`src/pkg/gcsr_defines.vh`:
```
`ifndef GCSR_DEFINES_VH
`define GCSR_DEFINES_VH
// register offsets (byte addresses)
`define GCSR_ADDR_DRIVE 16'h010D
`define GCSR_ADDR_IBSTAT 16'h0110
`define GCSR_ADDR_OVR 16'h0120
`define GCSR_ADDR_LVL 16'h0124
`define GCSR_ADDR_IBCTRL 16'h0104
`define GCSR_ADDR_IRQST 16'h0204
`define GCSR_ADDR_IRQMSK 16'h0208
// drive strength fields
`define GCSR_DRV_RESET 8'h62
`define GCSR_DRV_HS_MSB 6
`define GCSR_DRV_HS_LSB 4
`define GCSR_DRV_LS_MSB 2
`define GCSR_DRV_LS_LSB 0
// in-band status bits
`define GCSR_ST_GOOD 31
`define GCSR_ST_RESP 30
`define GCSR_ST_EXEC 29
`define GCSR_ST_MAC 14
`define GCSR_ST_FMT 13
`define GCSR_ST_CODE 12
`define GCSR_ST_CMD 11
`define GCSR_ST_SIZE 10
`define GCSR_ST_LOC_MSB 6
`define GCSR_TAG_CLR_MASK 32'h60007C00
// frame checks
`define GCSR_ACCESS_FORMAT 16'h9800
`define GCSR_ACCESS_CODE_A 16'h0001
`define GCSR_ACCESS_CODE_B 16'h0002
`define GCSR_MAX_FRAME_BYTES 10'h140
// control register, pin count and event count
`define GCSR_CTRL_DA_CHECK 30
`define GCSR_CTRL_RESTART 29
`define GCSR_CTRL_RESET 32'h004640FE
`define GCSR_CTRL_WMASK 32'hE0C7FFFF
`define GCSR_PINS 10
`define GCSR_NEV 8
`endif

```
`src/gcsr_frame_eval.v`:
```
`timescale 1ns/1ps
`include "gcsr_defines.vh"
// classifies one frame-summary strobe into status set/clear masks
module gcsr_frame_eval (
	input wire i_frame_valid,
	input wire i_da_check_en,
	input wire i_da_match,
	input wire [15:0] i_access_format,
	input wire [15:0] i_access_code,
	input wire i_cmd_unknown,
	input wire [9:0] i_frame_bytes,
	output reg [31:0] o_set_mask,
	output reg o_tag_clear,
	output reg o_discard
);
	always @* begin
		o_set_mask = 32'h00000000;
		o_tag_clear = 1'b0;
		o_discard = 1'b0;
		if (i_frame_valid) begin
			o_tag_clear = 1'b1;
			if (i_da_check_en && !i_da_match) begin
				o_set_mask[`GCSR_ST_MAC] = 1'b1;
				o_discard = 1'b1;
			end
			if (i_access_format != `GCSR_ACCESS_FORMAT)
				o_set_mask[`GCSR_ST_FMT] = 1'b1;
			if (i_access_code != `GCSR_ACCESS_CODE_A && i_access_code != `GCSR_ACCESS_CODE_B)
				o_set_mask[`GCSR_ST_CODE] = 1'b1;
			if (i_cmd_unknown)
				o_set_mask[`GCSR_ST_CMD] = 1'b1;
			if (i_frame_bytes > `GCSR_MAX_FRAME_BYTES)
				o_set_mask[`GCSR_ST_SIZE] = 1'b1;
			if (o_set_mask == 32'h00000000)
				o_set_mask[`GCSR_ST_GOOD] = 1'b1;
		end
	end
endmodule

```
`src/gcsr_top.v`:
```
// Implementation choice: the Wishbone register port.
`timescale 1ns/1ps
`include "gcsr_defines.vh"
module gcsr_top (
	input wire I_CLK,
	input wire I_RESET_N,
	input wire WB_CYC_I,
	input wire WB_STB_I,
	input wire WB_WE_I,
	input wire [15:0] WB_ADR_I,
	input wire [31:0] WB_DAT_I,
	input wire [3:0] WB_SEL_I,
	output reg [31:0] WB_DAT_O,
	output reg WB_ACK_O,
	input wire i_frame_valid,
	input wire i_tag_match,
	input wire i_da_match,
	input wire [15:0] i_access_format,
	input wire [15:0] i_access_code,
	input wire i_cmd_unknown,
	input wire [6:0] i_cmd_location,
	input wire [9:0] i_frame_bytes,
	input wire i_resp_sent,
	input wire i_exec_done,
	input wire [9:0] i_indicator_func,
	output reg [9:0] o_indicator_pin,
	output wire [2:0] o_hs_drive,
	output wire [2:0] o_ls_drive,
	output wire o_dest_addr_check_enable,
	output wire o_frame_discard,
	output wire o_resp_suppress,
	output wire o_irq
);
	reg [7:0] drive_reg;
	reg [31:0] status_reg;
	reg [31:0] status_next;
	reg [9:0] override_reg;
	reg [9:0] level_reg;
	reg [31:0] ctrl_reg;
	reg [7:0] irq_st_reg;
	reg [7:0] irq_st_next;
	reg [7:0] irq_mask_reg;
	wire [31:0] set_mask;
	wire tag_clear;
	wire discard;
	wire access;
	wire wr;
	wire rd;
	wire [7:0] events;
	reg [31:0] rd_data;
	integer k;
	wire hit_drive;
	wire hit_status;
	wire hit_ovr;
	wire hit_lvl;
	wire hit_ctrl;
	wire hit_irqst;
	wire hit_mask;
	wire [31:0] word_drive;
	wire [31:0] word_ovr;
	wire [31:0] word_lvl;
	wire [31:0] word_irqst;
	wire [31:0] word_mask;
	wire [31:0] ctrl_wmask;
	wire [31:0] ctrl_wdata;
	wire ev_oversize;
	wire ev_cmd_err;
	wire ev_access_err;
	wire ev_mac_err;
	wire ev_exec;
	wire ev_resp;
	wire ev_good;

	assign access = WB_CYC_I & WB_STB_I & ~WB_ACK_O;
	assign wr = access & WB_WE_I;
	assign rd = access & ~WB_WE_I;

	// one hit line per register keeps the write blocks independent
	assign hit_drive = (WB_ADR_I == `GCSR_ADDR_DRIVE);
	assign hit_status = (WB_ADR_I == `GCSR_ADDR_IBSTAT);
	assign hit_ovr = (WB_ADR_I == `GCSR_ADDR_OVR);
	assign hit_lvl = (WB_ADR_I == `GCSR_ADDR_LVL);
	assign hit_ctrl = (WB_ADR_I == `GCSR_ADDR_IBCTRL);
	assign hit_irqst = (WB_ADR_I == `GCSR_ADDR_IRQST);
	assign hit_mask = (WB_ADR_I == `GCSR_ADDR_IRQMSK);

	gcsr_frame_eval u_eval (
		.i_frame_valid(i_frame_valid),
		.i_da_check_en(ctrl_reg[`GCSR_CTRL_DA_CHECK]),
		.i_da_match(i_da_match),
		.i_access_format(i_access_format),
		.i_access_code(i_access_code),
		.i_cmd_unknown(i_cmd_unknown),
		.i_frame_bytes(i_frame_bytes),
		.o_set_mask(set_mask),
		.o_tag_clear(tag_clear),
		.o_discard(discard)
	);

	assign o_frame_discard = discard;
	assign o_resp_suppress = set_mask[`GCSR_ST_SIZE];
	assign o_dest_addr_check_enable = ctrl_reg[`GCSR_CTRL_DA_CHECK];
	assign o_hs_drive = drive_reg[`GCSR_DRV_HS_MSB:`GCSR_DRV_HS_LSB];
	assign o_ls_drive = drive_reg[`GCSR_DRV_LS_MSB:`GCSR_DRV_LS_LSB];

	// status update: clear by matching tag first, then new sets win
	always @* begin
		status_next = status_reg;
		if (tag_clear && i_tag_match)
			status_next = status_next & ~`GCSR_TAG_CLR_MASK;
		status_next = status_next | set_mask;
		if (i_resp_sent)
			status_next[`GCSR_ST_RESP] = 1'b1;
		if (i_exec_done)
			status_next[`GCSR_ST_EXEC] = 1'b1;
		if (set_mask[`GCSR_ST_CMD])
			status_next[`GCSR_ST_LOC_MSB:0] = i_cmd_location;
		else if (!status_next[`GCSR_ST_CMD])
			status_next[`GCSR_ST_LOC_MSB:0] = 7'h00;
		status_next[28:15] = 14'h0000;
		status_next[9:7] = 3'h0;
	end

	// format and code errors share one bit so the events fit a byte
	assign ev_oversize = set_mask[`GCSR_ST_SIZE];
	assign ev_cmd_err = set_mask[`GCSR_ST_CMD];
	assign ev_access_err = set_mask[`GCSR_ST_FMT] | set_mask[`GCSR_ST_CODE];
	assign ev_mac_err = set_mask[`GCSR_ST_MAC];
	assign ev_exec = i_exec_done;
	assign ev_resp = i_resp_sent;
	assign ev_good = set_mask[`GCSR_ST_GOOD];
	assign events = {1'b0, ev_good, ev_resp, ev_exec, ev_mac_err, ev_access_err, ev_cmd_err, ev_oversize};

	// read of interrupt status clears it, but a same-cycle event still lands
	genvar b;
	generate
		for (b = 0; b < `GCSR_NEV; b = b + 1) begin : g_irq
			always @* begin
				irq_st_next[b] = irq_st_reg[b];
				if (rd && hit_irqst)
					irq_st_next[b] = 1'b0;
				if (events[b])
					irq_st_next[b] = 1'b1;
			end
		end
	endgenerate

	assign o_irq = |(irq_st_reg & irq_mask_reg);

	// registers sit in the low bits, the rest reads zero
	assign word_drive = {24'h000000, drive_reg};
	assign word_ovr = {22'h000000, override_reg};
	assign word_lvl = {22'h000000, level_reg};
	assign word_irqst = {24'h000000, irq_st_reg};
	assign word_mask = {24'h000000, irq_mask_reg};

	// status read-only at its offset
	// unmapped addresses fall through to zero
	always @* begin
		rd_data = 32'h00000000;
		if (hit_drive)
			rd_data = word_drive;
		if (hit_status)
			rd_data = status_reg;
		if (hit_ovr)
			rd_data = word_ovr;
		if (hit_lvl)
			rd_data = word_lvl;
		if (hit_ctrl)
			rd_data = ctrl_reg;
		if (hit_irqst)
			rd_data = word_irqst;
		if (hit_mask)
			rd_data = word_mask;
	end

	// ack lasts one cycle because access needs ack low
	always @(posedge I_CLK or negedge I_RESET_N) begin
		if (!I_RESET_N) begin
			WB_ACK_O <= 1'b0;
		end else begin
			WB_ACK_O <= access;
		end
	end

	// read data stays until the next read, writes leave it alone
	always @(posedge I_CLK or negedge I_RESET_N) begin
		if (!I_RESET_N) begin
			WB_DAT_O <= 32'h00000000;
		end else if (rd) begin
			WB_DAT_O <= rd_data;
		end
	end

	// sticky flags follow their next values every cycle
	always @(posedge I_CLK or negedge I_RESET_N) begin
		if (!I_RESET_N) begin
			status_reg <= 32'h00000000;
			irq_st_reg <= 8'h00;
		end else begin
			status_reg <= status_next;
			irq_st_reg <= irq_st_next;
		end
	end

	// reserved RW bits 7 and 3 stored with the codes
	always @(posedge I_CLK or negedge I_RESET_N) begin
		if (!I_RESET_N) begin
			drive_reg <= `GCSR_DRV_RESET;
		end else if (wr && hit_drive && WB_SEL_I[0]) begin
			drive_reg <= WB_DAT_I[7:0];
		end
	end

	// override bits over two byte lanes
	always @(posedge I_CLK or negedge I_RESET_N) begin
		if (!I_RESET_N) begin
			override_reg <= 10'h000;
		end else if (wr && hit_ovr) begin
			if (WB_SEL_I[0])
				override_reg[7:0] <= WB_DAT_I[7:0];
			if (WB_SEL_I[1])
				override_reg[9:8] <= WB_DAT_I[9:8];
		end
	end

	// output levels over two byte lanes
	always @(posedge I_CLK or negedge I_RESET_N) begin
		if (!I_RESET_N) begin
			level_reg <= 10'h000;
		end else if (wr && hit_lvl) begin
			if (WB_SEL_I[0])
				level_reg[7:0] <= WB_DAT_I[7:0];
			if (WB_SEL_I[1])
				level_reg[9:8] <= WB_DAT_I[9:8];
		end
	end

	// control register; read-only fields never take a write
	assign ctrl_wmask = `GCSR_CTRL_WMASK;
	assign ctrl_wdata = (WB_DAT_I & ctrl_wmask) | (ctrl_reg & ~ctrl_wmask);

	always @(posedge I_CLK or negedge I_RESET_N) begin
		if (!I_RESET_N) begin
			ctrl_reg <= `GCSR_CTRL_RESET;
		end else begin
			// restart bit is a one-cycle request, so it clears itself
			ctrl_reg[`GCSR_CTRL_RESTART] <= 1'b0;
			if (wr && hit_ctrl) begin
				for (k = 0; k < 4; k = k + 1)
					if (WB_SEL_I[k])
						ctrl_reg[k*8 +: 8] <= ctrl_wdata[k*8 +: 8];
			end
		end
	end

	// interrupt mask, same layout as the interrupt status
	always @(posedge I_CLK or negedge I_RESET_N) begin
		if (!I_RESET_N) begin
			irq_mask_reg <= 8'h00;
		end else if (wr && hit_mask && WB_SEL_I[0]) begin
			irq_mask_reg <= WB_DAT_I[7:0];
		end
	end

	// bit n drives pin n, ordered port1 pin0, port1 pin1, ...
	genvar g;
	generate
		for (g = 0; g < `GCSR_PINS; g = g + 1) begin : g_pin
			always @(posedge I_CLK or negedge I_RESET_N) begin
				if (!I_RESET_N)
					o_indicator_pin[g] <= 1'b0;
				else
					o_indicator_pin[g] <= override_reg[g] ? level_reg[g] : i_indicator_func[g];
			end
		end
	endgenerate
endmodule

```
`config.mk`:
```
export PLATFORM = sky130hd
export DESIGN_NAME = gcsr_top
export DESIGN_NICKNAME = d
export VERILOG_FILES = /design/src/gcsr_frame_eval.v /design/src/gcsr_top.v
export VERILOG_INCLUDE_DIRS = /design/src /design/src/pkg
export SDC_FILE = /design/constraint.sdc
export NUM_CORES = 1
export LEC_CHECK = 0
export BUFFER_PORTS_ARGS = -buffer_cell sky130_fd_sc_hd__clkbuf_2
export CORE_MARGIN = 5
export CORE_UTILIZATION = 35
export DETAILED_ROUTE_END_ITERATION = 10
export PLACE_DENSITY = 0.66
export SETUP_SLACK_MARGIN = 0.5
export SYNTH_ARGS = -nofsm -noshare
export SYNTH_HDL_FRONTEND = slang
export SYNTH_SLANG_ARGS = --single-unit
```
`constraint.sdc`:
```
create_clock -name I_CLK -period 2.4 [get_ports I_CLK]
set_input_delay 0.48 -clock I_CLK [delete_from_list [all_inputs] [get_ports I_CLK]]
set_output_delay 0.48 -clock I_CLK [all_outputs]
set_load 0.005 [all_outputs]
```
Word-level counts from Yosys, hierarchy flattened. Index checks and enable logic that the tools add are counted.

Input port bits: 122. Word-level logic and storage cells: 131. Bits in registers: 133.

Eq/ne operators: 10. Bitwise operators: 10. Muxes and demuxes: 50. $lt $le $gt $ge: 1. Reductions and logical operators: 29.

Operators by type and width (number): $mux W32 (6); $eq A16 B9 Y1 const B (5); $mux W1 (34); $eq A16 B10 Y1 const B (2); $mux W8 (4); $or A32 B29 Y32 (1); $or A32 B32 Y32 (1); $mux W31 (1); $mux W30 (1); $ne A16 B1 Y1 const B (1); $ne A16 B16 Y1 const B (1); $ne A16 B2 Y1 const B (1); $reduce_and A2 Y1 (8); $mux W7 (2); $reduce_bool A2 Y1 (7); $logic_and A1 B1 Y1 (11); $gt A10 B9 Y1 const B (1); $and A7 B8 Y8 (1); $reduce_or A8 Y1 (1); $mux W6 (1); $logic_not A5 Y1 (1); $mux W5 (1); $and A1 B1 Y1 (4); $not A1 Y1 (2); 2 further kinds (2).

Logic depth before layout (Yosys ltp).
Word-level depth: 10. Depth in mapped cells: 7. Gate-level depth less buffers: 5.

Hierarchy. A second synthesis with hierarchy kept.

Cells, all modules: 520. Area total of the unflattened synthesis: 5829.3 um^2.

By module, submodules not included: gcsr_top (seq. area each 2970.3 um^2, cells each 466, area an instance 5420.2 um^2, times used 1); gcsr_frame_eval (seq. area each 0.0 um^2, cells each 54, area an instance 409.1 um^2, times used 1).

Worst setup path before layout. Ideal clock, no wire load.

Kind: input to register. From: input WB_ADR_I[11]. To: register level_reg[0]. Stages: 5. Arrival: 2.364 ns. Slack: -0.088 ns. Library setup time: 0.125 ns. Cells stage by stage: or4_1 -> buf_2 -> or4_1 -> nor2_4 -> mux2_2.

Longest elaborated chain between the ends: 3.

Ends and longest elaborated chain: start, declared (line gcsr_top.v:10) `input wire [15:0] WB_ADR_I,`; $eq A16 B9 Y1 (no source line); $logic_and A1 B1 Y1 (line gcsr_top.v:231) `end else if (wr && hit_lvl) begin`; $reduce_and A2 Y1 (no source line); end signal, assigned (line gcsr_top.v:233) `level_reg[7:0] <= WB_DAT_I[7:0];`; end, declared (line gcsr_top.v:38) `reg [9:0] level_reg;`.

No other way between the ends. A chain may end at the register's enable or synchronous reset.

Worst setup path in the final report.
From: input i_frame_bytes[3]. To: output o_resp_suppress.

Longest elaborated chain between the ends: 4.

Ends and longest elaborated chain: start, declared (line gcsr_top.v:22) `input wire [9:0] i_frame_bytes,`; $gt A10 B9 Y1 (no source line); $mux W1 (line gcsr_frame_eval.v:32) `` if (i_frame_bytes > `GCSR_MAX_FRAME_BYTES) ``; $mux W1 (line gcsr_frame_eval.v:20) `if (i_frame_valid) begin`; $mux W5 (line gcsr_frame_eval.v:20); end, declared (line gcsr_top.v:31) `output wire o_resp_suppress,`.

No other way between the ends. The select of a mux whose other input is x is not followed.

==> out/qor.yml <==
status: "completed"
cts_tree: "built"
htreeDepth: 4
yosysTopAreaCell: "dfrtp_1"
crit_type: "input port to output pin"
finalWirelength_mm: 17.6
gp_congestion: 0.888
wl_per_cell_um: 19.1
crit_buf_inv: 2
final.min_clock_period_ps: 2230
finalPower_mw: 5.02
yosysTopAreaCellShare_pct: 45.8
multi_input_area_mm2: 0.00293
largest_reg_flops: 25
drcViolationCount: 0
yosysWarningCount: 0
ctsHoldBuffers: 0
drt_pre_antenna_iters: 5
setup_viol: 0
via_per_inst: 5.22
synth_common_cells: "dfrtp_1, mux2_2, nand2_1"
worstPathArrival_ps: 1750
rows: 46
slowest_stage: "or4_1"
crit_path_end_kind: "output pin"
tightest_slew_ps: 660
cts_buffers: 17
skew_ps: 7.37
area_growth_pct: 44.6
cp_common_cell: "clkbuf_2"
grt_pass1_vias: 5216
grt_pass1_wl_mm: 27.2
dieWidth_um: 137
clock-root-buffer: "clkbuf_16"
diodes: 0
crit_fanout: 2
antenna_found_initial: 0
timing.rr.end: "drive_reg[3]"
gr-total-overflow: 0
initial_utilization_pct: 35.7
ys_types: 53
synthCells: 478
dr.first_iter.drc_count: 338
ios: 175
nFillCells: 1431
ys_seq_area_share_pct: 52.3
synth_edf_count: 0
ff2ff_setup_slack_ps: 520
postRouteAntennaNets: 0
p_leak_nw: 3.89
cp.required_ps: 1920
num_vias: 4818
dpl_cell_area_mm2: 0.00717
avgSynthCellArea_um2: 11.9
synth.most_common_cell: "dfrtp_1"
syn_area_mm2: 0.00568
critical_path.top_delay_family: "simple AND/OR/NAND/NOR gates"
clk_pin_slew_ps: 50
cap_violations: 0
die_area_mm2: 0.0189
synth.area.top_cells: "dfrtp_1, mux2_2, dfstp_2"
ys_ff_latch: 118
ff_latch_area_mm2: 0.00297
grt.total_usage_pct: 18.7
fin_crit_sh_pct: 93.0
peakVddDrop_mv: 0.551
finalHoldViolCount: 0
path_cells: "clkbuf_2 -> or4_1 -> o31a_1 -> o21ai_1 -> nand2b_1 -> and2_1 -> clkbuf_2"
power_density_mw_per_mm2: 612
design_area_mm2: 0.00821
start_kind: "input port"
clockBufferDepth: 2
grt_max_degree: 119
drive_above_1_share_pct: 56.7
fmax_ghz: 0.448
rsz0062_at_grt: "yes"
clk_latency_ps: 420
numPortBuffers: 166
core_area_mm2: 0.0159
nets: 816
ys.flop_type: "dfrtp_1"
maxSlewHeadroom_pct: 56.0
syn_nets: 600
hold_path_class: "input port to async pin"
finalMaxSlewViolations: 0
dpl.hpwl_mm: 12.8
cpPeakStageDelay_ps: 510
die_h_um: 137
clock_sinks: 118
r2r-start: "WB_ACK_O"
synthArstFlopShare_pct: 100
tns_ps: 0
reg2reg_depth: 6
-- cell type report --
class / instances / area share [%]
Sequential cell: 118 / 36.2
Multi-Input combinational cell: 325 / 35.7
Timing Repair Buffer: 230 / 17.6
Clock buffer: 21 / 5.61
Tap cell: 216 / 3.29
Clock inverter: 11 / 1.52
Inverter: 2 / 0.0914
-- report_power, final --
group | internal, mW | switching (mW) | leakage [nW]
Combinational | 0.196 | 0.219 | 2.11
Clock | 1.58 | 0.943 | 0.283
Sequential | 2.04 | 0.0369 | 1.50
-- through the flow --
stage | utilization [%] | worst slack [ps] | hold WS [ps] | std cells
6_report | 51.7 | 168 | 124 | 923
5_1_grt | 51.7 | 97.8 | 187 | 923
4_1_cts | 50.7 | 158 | 173 | 919
3_5_place_dp | 45.1 | -225 | 465 | 877
3_3_place_gp | 45.1 | -171 | 451 | 877
2_1_floorplan | - | -51.6 | 184 | 478
-- worst max-delay path by stage --
stage / from / end / slack, ps / depth (start not counted)
floorplan: WB_ADR_I[4] / irq_mask_reg[1] / -50 / 6
global placement: WB_ADR_I[1] / level_reg[5] / -170 / 5
detailed placement: WB_ADR_I[0] / level_reg[0] / -220 / 5
CTS: i_frame_bytes[0] / o_resp_suppress / 160 / 7
global route: i_frame_bytes[3] / o_resp_suppress / 100 / 7
finish: i_frame_bytes[3] / o_resp_suppress / 170 / 7
-- kinds of logic after synthesis --
group	after synthesis	synth area share, %
AO/OA/AOI/OAI	101	13.2
flip-flops	118	52.3
XOR/XNOR	1	0.154
buffers and inverters	36	3.42
AND/OR/NAND/NOR	153	17.2
multiplexers	69	13.7
-- placed cells by master, fill, tap and decap left out, types with 6 or more instances in the layout --
cell       instances
nor4_1             6
a32oi_1            8
a22o_1            18
o211ai_1           9
nand2b_1          25
nor2_4             8
mux2_2            20
dfstp_2           14
and3b_1            7
nand3_1           12
clkbuf_2         163
a32oi_2            6
nor3_1             6
a21o_1             8
nand2_1           30
o21ai_0           11
o21ai_2            6
buf_4             47
clkbuf_16         17
buf_6             14
a31oi_1            9
mux2_4            49
and2_4             7
o22ai_1            6
dfrtp_1          104
buf_12             6
-- repair_timing --
item	4_1_cts	5_1_grt
resized for setup	51	34
setup endpoints to repair	80	83
buffers inserted	10	3
cloned	0	1
endpoints found under the hold margin	0	0
pin swaps	28	21
-- per-layer routing --
layer  wire, um  part of all wire [%]  GRT usage, %
met1       7540                    43          23.3
met4        401                   2.3          6.93
met5          0                     0             0
met3       1120                   6.3          5.55
met2       8570                    49          30.7
Note: power is estimated with default switching activity, not from simulation.
